$ cat src/rtl/fsi_consts.vh
`ifndef FSI_CONSTS_VH
`define FSI_CONSTS_VH

// Register indices; the APB byte address is four times the index
`define FSI_IDX_CTRL 6'h30
`define FSI_IDX_SYNC_EN 6'h31
`define FSI_IDX_EDGE_LO 6'h32
`define FSI_IDX_EDGE_HI 6'h33
`define FSI_IDX_SYNC_CAUSE 6'h34
`define FSI_IDX_HDONE 6'h35
`define FSI_IDX_STATUS 6'h36
`define FSI_IDX_OUT_BYTE 6'h37
`define FSI_IDX_COMM 6'h38
`define FSI_IDX_EVT_LOG 6'h39
`define FSI_IDX_OUT_RST_LOG 6'h3A
`define FSI_IDX_CAUSE 6'h3C

// Control register fields
`define FSI_CTRL_AEN_LSB 0
`define FSI_CTRL_AEN_MSB 3
`define FSI_CTRL_PARAM_OK 4
`define FSI_CTRL_ASYNC_LOADED 5
`define FSI_CTRL_SYNC_LOADED 6
`define FSI_CTRL_DISPATCH_EN 7
`define FSI_CTRL_SAME_GROUP 8
`define FSI_CTRL_PASSIVATE 9
`define FSI_CTRL_AUTO_PASSIVATE 10
`define FSI_CTRL_MSB 10
`define FSI_CTRL_RESET 11'h080

// Cause byte: the four dedicated inputs land on bits 7..4
`define FSI_CAUSE_LSB 4
`define FSI_CAUSE_MSB 7

// Edge selection codes, two bits per synchronous pin input; each cnt_match input has one enable bit
`define FSI_EDGE_FALL 2'h0
`define FSI_EDGE_RISE 2'h1
`define FSI_EDGE_HI_CNT_LSB 8
`define FSI_EDGE_HI_CNT_MSB 9

// Status and handler-done fields
`define FSI_STAT_ASYNC_BUSY 0
`define FSI_STAT_SYNC_BUSY 1
`define FSI_STAT_OUT_EN 2
`define FSI_STAT_DISC_LSB 4
`define FSI_STAT_DISC_MSB 7
`define FSI_HDONE_ASYNC 0
`define FSI_HDONE_SYNC 1

// Sizes and reset values
`define FSI_NSYNC 22
`define FSI_NPIN 20
`define FSI_ZERO8 8'h00
`define FSI_OUT_RESET 8'hFF
`define FSI_CNT_ZERO 17'h0_0000

// Discrepancy window timing
`define FSI_DISC_WINDOW_US 1000
`define FSI_CLK_MHZ 100

`endif

$ cat src/rtl/fsi_irq_logic.v
`timescale 1ns/100ps
`default_nettype none
`include "fsi_consts.vh"

module fsi_irq_logic #(
   parameter [16:0] DISC_CYCLES = `FSI_DISC_WINDOW_US * `FSI_CLK_MHZ
)(
   // Clock, reset, clock enable
   input wire pclk,
   input wire presetn,
   input wire pclken,
   // APB slave
   input wire psel,
   input wire penable,
   input wire pwrite,
   input wire [7:0] paddr,
   input wire [31:0] pwdata,
   output reg [31:0] prdata,
   output wire pready,
   output wire pslverr,
   // Field inputs, one copy per subunit except the single cnt_match pair
   input wire [3:0] irq_in_a,
   input wire [3:0] irq_in_b,
   input wire [15:0] digital_input_a,
   input wire [15:0] digital_input_b,
   input wire [1:0] cnt_match,
   // Controller state
   input wire powered,
   input wire run_mode,
   input wire insn_boundary,
   // Dispatch outputs
   output reg async_irq_handler,
   output reg [3:0] async_irq_src,
   output reg sync_irq_handler,
   output reg [21:0] sync_irq_src,
   output reg resume_pulse,
   // Onboard output byte and diagnostics
   output reg [7:0] onboard_out,
   output reg out_byte_enable,
   output reg [7:0] input_image
);

   // Register state
   reg [`FSI_CTRL_MSB:0] ctrl_reg;
   reg [19:0] sync_en_reg;
   reg [31:0] edge_lo_reg;
   reg [9:0] edge_hi_reg;
   reg [21:0] sync_cause_reg;
   reg [7:0] out_byte_reg;
   reg [7:0] comm_reg;
   reg [7:0] evt_log_reg;
   reg [7:0] out_rst_log_reg;
   reg [7:0] cause_reg;
   reg [3:0] disc_err_reg;
   reg [3:0] async_lvl_reg;
   reg [15:0] di_lvl_reg;
   reg [3:0] async_pend_reg;
   reg [21:0] sync_pend_reg;
   reg [16:0] disc_cnt_reg [0:3];
   integer i;
   integer j;

   // Selects a register by index on the current APB address
   function sel_idx;
      input [7:0] addr;
      input [5:0] idx;
      begin
         sel_idx = (addr[7:2] == idx) && (addr[1:0] == 2'h0);
      end
   endfunction

   // Decides whether a level pair shows the configured edge
   function edge_hit;
      input [1:0] mode;
      input prev;
      input now;
      begin
         if (mode == `FSI_EDGE_FALL)
            edge_hit = prev & ~now;
         else if (mode == `FSI_EDGE_RISE)
            edge_hit = ~prev & now;
         else
            edge_hit = prev ^ now;
      end
   endfunction

   // Bus decode
   wire wr_acc = psel & penable & pwrite & pclken;
   wire rd_setup = psel & ~penable & ~pwrite;
   wire hit = sel_idx(paddr, `FSI_IDX_CTRL) | sel_idx(paddr, `FSI_IDX_SYNC_EN) |
              sel_idx(paddr, `FSI_IDX_EDGE_LO) | sel_idx(paddr, `FSI_IDX_EDGE_HI) |
              sel_idx(paddr, `FSI_IDX_SYNC_CAUSE) | sel_idx(paddr, `FSI_IDX_HDONE) |
              sel_idx(paddr, `FSI_IDX_STATUS) | sel_idx(paddr, `FSI_IDX_OUT_BYTE) |
              sel_idx(paddr, `FSI_IDX_COMM) | sel_idx(paddr, `FSI_IDX_EVT_LOG) |
              sel_idx(paddr, `FSI_IDX_OUT_RST_LOG) | sel_idx(paddr, `FSI_IDX_CAUSE);
   assign pready = pclken;
   assign pslverr = psel & penable & ~hit;

   // Register write strobes
   wire wr_ctrl = wr_acc & sel_idx(paddr, `FSI_IDX_CTRL);
   wire wr_sync_en = wr_acc & sel_idx(paddr, `FSI_IDX_SYNC_EN);
   wire wr_edge_lo = wr_acc & sel_idx(paddr, `FSI_IDX_EDGE_LO);
   wire wr_edge_hi = wr_acc & sel_idx(paddr, `FSI_IDX_EDGE_HI);
   wire wr_scause = wr_acc & sel_idx(paddr, `FSI_IDX_SYNC_CAUSE);
   wire wr_hdone = wr_acc & sel_idx(paddr, `FSI_IDX_HDONE);
   wire wr_status = wr_acc & sel_idx(paddr, `FSI_IDX_STATUS);
   wire wr_out = wr_acc & sel_idx(paddr, `FSI_IDX_OUT_BYTE);
   wire wr_comm = wr_acc & sel_idx(paddr, `FSI_IDX_COMM);
   wire wr_evt = wr_acc & sel_idx(paddr, `FSI_IDX_EVT_LOG);
   wire wr_orst = wr_acc & sel_idx(paddr, `FSI_IDX_OUT_RST_LOG);
   wire wr_cause = wr_acc & sel_idx(paddr, `FSI_IDX_CAUSE);

   // Combined channel levels; low as soon as either channel is low
   wire [3:0] async_lvl = irq_in_a & irq_in_b;
   wire [15:0] di_lvl = digital_input_a & digital_input_b;
   wire [3:0] async_en = ctrl_reg[`FSI_CTRL_AEN_MSB:`FSI_CTRL_AEN_LSB];

   // Async events on falling edge of an enabled input only
   wire [3:0] async_evt = async_lvl_reg & ~async_lvl & async_en;

   // Sync events per pin input on the selected edge; cnt_match inputs while high and enabled
   reg [21:0] sync_evt;
   reg [1:0] mode;
   always @*
   begin
      sync_evt = 22'h00_0000;
      mode = `FSI_EDGE_FALL;
      for (i = 0; i < `FSI_NPIN; i = i + 1)
      begin
         if (i < 16)
            mode = edge_lo_reg[2*i +: 2];
         else
            mode = edge_hi_reg[2*(i-16) +: 2];
         // AND level falls on first subunit, rises only when both have risen
         if (i < 16)
            sync_evt[i] = sync_en_reg[i] & edge_hit(mode, di_lvl_reg[i], di_lvl[i]);
         else
            sync_evt[i] = sync_en_reg[i] & edge_hit(mode, async_lvl_reg[i-16], async_lvl[i-16]);
      end
      sync_evt[21:20] = cnt_match & edge_hi_reg[`FSI_EDGE_HI_CNT_MSB:`FSI_EDGE_HI_CNT_LSB];
   end

   // Dispatch gating
   wire gate_ok = ctrl_reg[`FSI_CTRL_PARAM_OK] & powered & run_mode &
                  ctrl_reg[`FSI_CTRL_DISPATCH_EN] & insn_boundary;
   wire async_go = gate_ok & (|async_pend_reg) & ~async_irq_handler;
   wire sync_go = gate_ok & (|sync_pend_reg) & ~async_irq_handler & ~sync_irq_handler & ~async_go;
   wire async_loaded = ctrl_reg[`FSI_CTRL_ASYNC_LOADED];
   wire sync_loaded = ctrl_reg[`FSI_CTRL_SYNC_LOADED];

   // Passivation and output byte enable
   wire passivated = ctrl_reg[`FSI_CTRL_PASSIVATE] |
                     (ctrl_reg[`FSI_CTRL_AUTO_PASSIVATE] & (|disc_err_reg));
   wire out_en_next = ~(passivated & ctrl_reg[`FSI_CTRL_SAME_GROUP]);

   // Writes to the output byte; inside the async handler only resets are kept
   wire [7:0] out_wdata = pwdata[7:0];
   wire [7:0] out_cleared = async_irq_handler ? (out_byte_reg & ~out_wdata) : `FSI_ZERO8;
   wire [7:0] out_next = async_irq_handler ? (out_byte_reg & out_wdata) : out_wdata;

   // Configuration registers and communication byte
   always @(posedge pclk or negedge presetn)
   begin
      if (!presetn)
      begin
         ctrl_reg <= `FSI_CTRL_RESET;
         sync_en_reg <= 20'h0_0000;
         edge_lo_reg <= 32'h0000_0000;
         edge_hi_reg <= 10'h000;
         comm_reg <= `FSI_ZERO8;
         out_byte_reg <= `FSI_OUT_RESET;
      end
      else if (pclken)
      begin
         if (wr_ctrl)
            ctrl_reg <= pwdata[`FSI_CTRL_MSB:0];
         if (wr_sync_en)
            sync_en_reg <= pwdata[19:0];
         if (wr_edge_lo)
            edge_lo_reg <= pwdata;
         if (wr_edge_hi)
            edge_hi_reg <= pwdata[9:0];
         if (wr_comm && !async_irq_handler)
            comm_reg <= pwdata[7:0];
         if (wr_out)
            out_byte_reg <= out_next;
      end
   end

   // Level history of both input groups
   always @(posedge pclk or negedge presetn)
   begin
      if (!presetn)
      begin
         async_lvl_reg <= 4'hF;
         di_lvl_reg <= 16'hFFFF;
      end
      else if (pclken)
      begin
         async_lvl_reg <= async_lvl;
         di_lvl_reg <= di_lvl;
      end
   end

   // Discrepancy timers; a mismatch lasting the window latches an error
   always @(posedge pclk or negedge presetn)
   begin
      if (!presetn)
      begin
         for (j = 0; j < 4; j = j + 1)
            disc_cnt_reg[j] <= `FSI_CNT_ZERO;
         disc_err_reg <= 4'h0;
      end
      else if (pclken)
      begin
         for (j = 0; j < 4; j = j + 1)
         begin
            if (irq_in_a[j] == irq_in_b[j])
               disc_cnt_reg[j] <= `FSI_CNT_ZERO;
            else if (disc_cnt_reg[j] < DISC_CYCLES)
               disc_cnt_reg[j] <= disc_cnt_reg[j] + 17'h0_0001;
            // Error set wins over a simultaneous clear
            if (irq_in_a[j] != irq_in_b[j] && disc_cnt_reg[j] >= DISC_CYCLES - 17'h0_0001)
               disc_err_reg[j] <= 1'b1;
            else if (wr_status && pwdata[`FSI_STAT_DISC_LSB + j])
               disc_err_reg[j] <= 1'b0;
         end
      end
   end

   // Async pending flags, dispatch and handler busy
   always @(posedge pclk or negedge presetn)
   begin
      if (!presetn)
      begin
         async_pend_reg <= 4'h0;
         async_irq_handler <= 1'b0;
         async_irq_src <= 4'h0;
      end
      else if (pclken)
      begin
         // New arrivals in the dispatch cycle stay pending
         if (async_go)
            async_pend_reg <= async_evt;
         else
            async_pend_reg <= async_pend_reg | async_evt;
         if (async_go && async_loaded)
         begin
            async_irq_handler <= 1'b1;
            async_irq_src <= async_pend_reg;
         end
         else if (wr_hdone && pwdata[`FSI_HDONE_ASYNC])
            async_irq_handler <= 1'b0;
      end
   end

   // Sync pending flags, dispatch and handler busy
   always @(posedge pclk or negedge presetn)
   begin
      if (!presetn)
      begin
         sync_pend_reg <= 22'h00_0000;
         sync_irq_handler <= 1'b0;
         sync_irq_src <= 22'h00_0000;
      end
      else if (pclken)
      begin
         if (sync_go)
            sync_pend_reg <= sync_evt;
         else
            sync_pend_reg <= sync_pend_reg | sync_evt;
         if (sync_go && sync_loaded)
         begin
            sync_irq_handler <= 1'b1;
            sync_irq_src <= sync_pend_reg;
         end
         else if (wr_hdone && pwdata[`FSI_HDONE_SYNC])
            sync_irq_handler <= 1'b0;
      end
   end

   // Resume pulse when a dispatch finds no handler loaded
   always @(posedge pclk or negedge presetn)
   begin
      if (!presetn)
         resume_pulse <= 1'b0;
      else if (pclken)
         resume_pulse <= (async_go & ~async_loaded) | (sync_go & ~sync_loaded);
   end

   // Cause and event logs; a new interrupt replaces the cause bits and adds to the event log, set beats clear
   always @(posedge pclk or negedge presetn)
   begin
      if (!presetn)
      begin
         cause_reg <= `FSI_ZERO8;
         evt_log_reg <= `FSI_ZERO8;
         sync_cause_reg <= 22'h00_0000;
      end
      else if (pclken)
      begin
         if (|async_evt)
            cause_reg <= {async_evt, 4'h0};
         else if (wr_cause)
            cause_reg <= cause_reg & ~pwdata[7:0];
         if (wr_evt && !async_irq_handler)
            evt_log_reg <= (evt_log_reg & ~pwdata[7:0]) | {async_evt, 4'h0};
         else
            evt_log_reg <= evt_log_reg | {async_evt, 4'h0};
         if (|sync_evt)
            sync_cause_reg <= sync_evt;
         else if (wr_scause)
            sync_cause_reg <= sync_cause_reg & ~pwdata[21:0];
      end
   end

   // Log of outputs reset by the async handler
   always @(posedge pclk or negedge presetn)
   begin
      if (!presetn)
         out_rst_log_reg <= `FSI_ZERO8;
      else if (pclken)
      begin
         if (wr_orst && !async_irq_handler)
            out_rst_log_reg <= out_rst_log_reg & ~pwdata[7:0];
         else if (wr_out)
            out_rst_log_reg <= out_rst_log_reg | out_cleared;
      end
   end

   // Output byte, its enable and the input image
   always @(posedge pclk or negedge presetn)
   begin
      if (!presetn)
      begin
         out_byte_enable <= 1'b1;
         onboard_out <= `FSI_ZERO8;
         input_image <= `FSI_ZERO8;
      end
      else if (pclken)
      begin
         out_byte_enable <= out_en_next;
         onboard_out <= out_en_next ? out_byte_reg : `FSI_ZERO8;
         if (|async_evt)
            input_image <= {async_evt, 4'h0};
         else
            input_image <= cause_reg;
      end
   end

   // Read data captured in the setup phase
   always @(posedge pclk or negedge presetn)
   begin
      if (!presetn)
         prdata <= 32'h0000_0000;
      else if (pclken && rd_setup)
      begin
         prdata <= 32'h0000_0000;
         if (sel_idx(paddr, `FSI_IDX_CTRL))
            prdata[`FSI_CTRL_MSB:0] <= ctrl_reg;
         if (sel_idx(paddr, `FSI_IDX_SYNC_EN))
            prdata[19:0] <= sync_en_reg;
         if (sel_idx(paddr, `FSI_IDX_EDGE_LO))
            prdata <= edge_lo_reg;
         if (sel_idx(paddr, `FSI_IDX_EDGE_HI))
            prdata[9:0] <= edge_hi_reg;
         if (sel_idx(paddr, `FSI_IDX_SYNC_CAUSE))
            prdata[21:0] <= sync_cause_reg;
         if (sel_idx(paddr, `FSI_IDX_STATUS))
            prdata[7:0] <= {disc_err_reg, 1'b0, out_byte_enable, sync_irq_handler, async_irq_handler};
         if (sel_idx(paddr, `FSI_IDX_OUT_BYTE))
            prdata[7:0] <= out_byte_reg;
         if (sel_idx(paddr, `FSI_IDX_COMM))
            prdata[7:0] <= comm_reg;
         if (sel_idx(paddr, `FSI_IDX_EVT_LOG))
            prdata[7:0] <= evt_log_reg;
         if (sel_idx(paddr, `FSI_IDX_OUT_RST_LOG))
            prdata[7:0] <= out_rst_log_reg;
         if (sel_idx(paddr, `FSI_IDX_CAUSE))
            prdata[7:0] <= cause_reg;
      end
   end

endmodule // fsi_irq_logic
`default_nettype wire

$ cat config.mk
export PLATFORM = sky130hd
export DESIGN_NAME = fsi_irq_logic
export DESIGN_NICKNAME = d
export VERILOG_FILES = /design/src/rtl/fsi_irq_logic.v
export VERILOG_INCLUDE_DIRS = /design/src /design/src/rtl
export SDC_FILE = /design/constraint.sdc
export NUM_CORES = 1
export LEC_CHECK = 0
export ABC_CLOCK_PERIOD_IN_PS = 2150
export BUFFER_PORTS_ARGS = -buffer_cell sky130_fd_sc_hd__buf_4
export CORE_MARGIN = 10
export CORE_UTILIZATION = 54
export CTS_CLUSTER_DIAMETER = 30
export DETAILED_ROUTE_END_ITERATION = 16
export PLACE_DENSITY = 0.8
export SLEW_MARGIN = 20
export SYNTH_ARGS = -nofsm -noshare
export SYNTH_HDL_FRONTEND = slang
export SYNTH_SLANG_ARGS = --single-unit
$ cat constraint.sdc
create_clock -name pclk -period 2.15 [get_ports pclk]
set_input_delay 0.215 -clock pclk [delete_from_list [all_inputs] [get_ports pclk]]
set_output_delay 0.215 -clock pclk [all_outputs]
set_load 0.02 [all_outputs]
==> results <==
- The first global-routing pass estimated 87,520 um of wire.
- The top flip-flop cell by instance count after synthesis is sky130_fd_sc_hd__dfrtp_1.
- The first routing iteration left 1,449 violations.
- The placed cell count is 2,218.
- The layout-stage area growth over the synthesis result is 34.91%.
- The start point of the critical path is di_lvl_reg[9]$_DFFE_PN1P_.
- The die covers 38,220 um2.
- The endpoint required time on the critical path is 2.65 ns.
- After synthesis, flip-flops and latches occupy 50.03% of the total area.
- The number of global-route vias before repair is 15.46k.
- After clock tree synthesis, the clock-pin slew on the worst setup and hold paths is 0.05 ns.
- Entering global routing, the biggest net connects 134 pins.
- The final estimated routing congestion in global placement is 0.9353.
- The flow ran to the end, but the final reports show violations.
- The number of pins with negative max-slew slack in the final report is 0.
- The number of fill cells is 1,882.
- For this design the total switching power over the nets is 4.851 mW.
- Across the run, the number of max-cap violations was 0.
- Of the total power, the share spent switching nets is 25.99%.
- The count of endpoints failing hold in the final timing report is 0.
- Timing would allow up to 0.3811 GHz.
- At the pin with the least slew margin, the transition time is 0.8614 ns.
- For this design the top-level I/O count stands at 171.
- The relative max-transition margin is 42.36%.
- The non-filler instance count after layout is 2,413.
- The final critical path takes up 122.1% of the cycle.
- The area of the placeable core is 30,510 um2.
- At the end of the flow, the number of nets in the layout was 2,095.
- The fraction of layout cells with a size suffix above 1 is 34.84%.
- The areal power density over the cells is 831.7 nW/um2.
- The clock tree synthesis step divided the H-tree into 3 levels.
- The initial antenna violation count is 2.
- For this run, design rule violations remaining after detail routing come to 0.
- The summed instance area of the synthesized netlist is 16,630 um2.
- The sequential cell area is 8320 um2.
- For this configuration, the core starts out at a cell density of 54.52%.
- The number of nets with antenna violations after detailed routing is 0.
- The horizontal extent of the die is 195.5 um.
- Setup repair after global routing could not meet its margin everywhere.
- STA classifies the critical path startpoint as a register.
- The number of flip-flops in the largest register is 68.
- Prior to clock tree synthesis, the placed netlist has a worst setup slack of -0.3162 ns.
- Of all cell types, the one taking the most synthesized area is sky130_fd_sc_hd__dfrtp_1.
- TritonCTS built the clock tree.
- Clock latency on the worst-skew pair, taken at its later pin, is 0.57 ns.
- STA classifies the critical path endpoint as a register.
- The worst hold path class is input port to register.
- For this run the aggregate overflow at the end of global routing stands at 0.
- The post-detailed-routing wire length is 56,150 um.
- The clock network accounts for 56.1% of the total power.
- Sorting the synthesized cells by area gives the leading types as sky130_fd_sc_hd__dfrtp_1, sky130_fd_sc_hd__mux2_2, sky130_fd_sc_hd__nand2_1.
- The detailed placement HPWL is 35,470 um.
- Setup violations remaining at the end of the flow were counted as 45.
- Subtracting the final worst setup slack from the clock period gives 2.624 ns.
- The startpoint identified for the worst hold timing path is cnt_match[0].
- The detailed router placed 14.91k vias in this run.
- Buffers inserted during clock tree synthesis total 71.
- At the worst endpoint, the arrival time is 3.12 ns.
- The net count after synthesis is 1,762.
- Counting along the longest clock path gives a buffer depth of 3.
- In the final layout, the multi-input gates occupy 8083 um2.
- The overall die height is 195.5 um.
- After layout, the worst setup slack is -0.4742 ns.
- Clock tree synthesis found a total of 331 sinks.
- Of the total power, registers draw 36.0%.
- The final clock skew is 0.02016 ns.
- The count of warnings emitted by yosys is 0.
- The critical path in this run is classified as register to register.
- IR analysis of the VDD net gives a maximum drop of 0.0006953 V.
- After synthesis, the mean cell area works out to 10.25 um2.
- The synthesized netlist cell count is 1,623.
- Synthesis inferred 331 register bits.
- Overall power consumption after layout is estimated at 18.66 mW.
- The worst hold-check slack is 0.02536 ns.
- During placement, the flow inserted port buffers numbering 170.
- After floorplanning, the core was divided into 64 placement rows.
- The routed length per instance is 23.27 um.
- The share of total power dissipated in combinational logic is 7.9%.
- Using the TritonRoute via totals, the vias-per-cell ratio works out to 6.178.
- After synthesis, the netlist uses 70 different library cells.
- The library cell used as clock root buffer is sky130_fd_sc_hd__clkbuf_16.
- Global routing used 28.35% of the available tracks.
- The worst reg2reg path startpoint is di_lvl_reg[9]$_DFFE_PN1P_.
- Counting flops with an async set or reset pin after synthesis yields a share of 100.0%.
- The analysis attributes to cell leakage a power of 10.88 nW.
- The checks that failed: negative setup slack.
- The largest driver fanout on the critical path is 10.
- The internal power of the cells is 13.81 mW.
- Adding up every negative setup slack in the final design gives -13.66 ns.
- The number of flops mapped to enable cells by yosys is 0.
- Summed over its instances, the top area cell type makes up 45.29% of the synthesized netlist area.
- The pre-antenna-repair detailed-routing pass consisted of 5 iterations.
## power groups by stage
stage	clock [mW]	combinational [mW]	sequential [mW]
after global placement	0	1.27	6.79
final	10.5	1.47	6.72
after detailed placement	0	1.32	6.80
after CTS	10.5	1.42	6.71
after global routing	10.9	1.60	6.75
after floorplan	0	0.644	6.78
## Yosys cell counts (30+ instances only)
library cell,count
sky130_fd_sc_hd__ha_1,48
sky130_fd_sc_hd__nor2_1,85
sky130_fd_sc_hd__clkbuf_1,56
sky130_fd_sc_hd__nand3_1,55
sky130_fd_sc_hd__o21ai_0,106
sky130_fd_sc_hd__inv_1,73
sky130_fd_sc_hd__dfstp_2,30
sky130_fd_sc_hd__nand4_1,48
sky130_fd_sc_hd__mux2_2,127
sky130_fd_sc_hd__dfrtp_1,301
sky130_fd_sc_hd__nand2_1,267
sky130_fd_sc_hd__xor2_1,36
## cells by family (layout without fill, tap and decap cells)
logic type      Yosys count  after routing  share of synthesized area, %
compound gates          298            298                         12.30
xor+xnor                 42             42                         2.212
fa+ha+maj                48             48                         3.611
buf+inv                 156            548                         3.806
flops                   331            331                         50.03
mux                     148            148                         10.39
other cells               0              2                             0
simple gates            600            600                         17.66
## worst paths after layout
kind                                                   to  slack [ns]  depth (start not counted)
setup / recovery            sync_cause_reg[3]$_DFFE_PN0P_       -0.47                          9
hold / removal             sync_cause_reg[20]$_DFFE_PN0P_        0.03                          3
setup reg to reg            sync_cause_reg[3]$_DFFE_PN0P_       -0.47                          9
hold reg to reg                    prdata[22]$_DFFE_PN0P_        0.48                          2
max in group asynchronous    async_lvl_reg[1]$_DFFE_PN1P_        1.16                          3
min in group asynchronous    disc_cnt_reg[62]$_DFFE_PN0P_        0.20                          2
## metal layers
layer / vias up / global-route usage [%] / wire length, um
li1: 6494 / - / -
met1: 7452 / 35.20 / 21830
met2: 782 / 47.18 / 27280
met3: 180 / 5.858 / 4715
met4: 0 / 11.76 / 2312
met5: - / 0 / 0
## worst max-delay path: stages, from the launching register on
cell	delay (ns)
sky130_fd_sc_hd__dfstp_2	0.53
sky130_fd_sc_hd__inv_1	0.06
sky130_fd_sc_hd__ha_1	0.19
sky130_fd_sc_hd__mux2_2	0.27
sky130_fd_sc_hd__o211ai_1	0.31
sky130_fd_sc_hd__nand4_1	0.31
sky130_fd_sc_hd__nor4_2	0.26
sky130_fd_sc_hd__and4_4	0.33
sky130_fd_sc_hd__buf_12	0.15
sky130_fd_sc_hd__a31o_2	0.16
## cell type report
class | instances | share of cell area, %
inverter | 74 | 1.249
clock inverter | 47 | 1.902
antenna | 2 | 0.02231
sequential | 331 | 37.08
clock buffer | 85 | 8.515
timing repair buffer | 342 | 13.00
multi-input combinational | 1136 | 36.02
tap | 396 | 2.208
## timing repair
action	in CTS	in global routing
endpoints found under the hold margin	108	0
pin swaps	14	12
hold buffers	33	0
setup endpoints to repair	44	56
resized for setup	56	25
gates cloned	3	2
buffers inserted	15	11
## per-stage QoR
stage	area [um2]	utilization (%)
after detailed placement	19190	62.90
after global routing	22440	73.54
final	22440	73.54
after CTS	22280	73.02
after floorplan	16770	-
after global placement	19190	62.90
## placed cells by master, fill, tap and decap left out, types with 10 or more instances in the layout
cell type / netlist / final
sky130_fd_sc_hd__a21o_1: 10 / 10
sky130_fd_sc_hd__a21oi_1: 29 / 29
sky130_fd_sc_hd__a221oi_1: 13 / 13
sky130_fd_sc_hd__a222oi_1: 10 / 10
sky130_fd_sc_hd__a22o_1: 20 / 20
sky130_fd_sc_hd__a31o_2: 19 / 10
sky130_fd_sc_hd__and2_1: 19 / 19
sky130_fd_sc_hd__and3_1: 22 / 22
sky130_fd_sc_hd__and4_1: 14 / 12
sky130_fd_sc_hd__buf_12: 0 / 14
sky130_fd_sc_hd__buf_4: 5 / 285
sky130_fd_sc_hd__clkbuf_16: 0 / 73
sky130_fd_sc_hd__clkinv_2: 0 / 12
sky130_fd_sc_hd__clkinvlp_4: 0 / 13
sky130_fd_sc_hd__dfrtp_1: 301 / 301
sky130_fd_sc_hd__dfstp_2: 30 / 30
sky130_fd_sc_hd__dlygate4sd3_1: 0 / 33
sky130_fd_sc_hd__ha_1: 48 / 37
sky130_fd_sc_hd__inv_1: 73 / 62
sky130_fd_sc_hd__inv_2: 1 / 11
sky130_fd_sc_hd__inv_6: 0 / 10
sky130_fd_sc_hd__mux2_2: 127 / 94
sky130_fd_sc_hd__mux2_4: 0 / 33
sky130_fd_sc_hd__mux2i_1: 14 / 14
sky130_fd_sc_hd__nand2_1: 267 / 267
sky130_fd_sc_hd__nand3_1: 55 / 53
sky130_fd_sc_hd__nand4_1: 48 / 48
sky130_fd_sc_hd__nor2_1: 85 / 85
sky130_fd_sc_hd__nor3_1: 11 / 11
sky130_fd_sc_hd__o211ai_1: 23 / 23
sky130_fd_sc_hd__o21ai_0: 106 / 106
sky130_fd_sc_hd__or2_2: 23 / 23
sky130_fd_sc_hd__xor2_1: 36 / 36
Note: power is estimated with default switching activity, not from simulation.
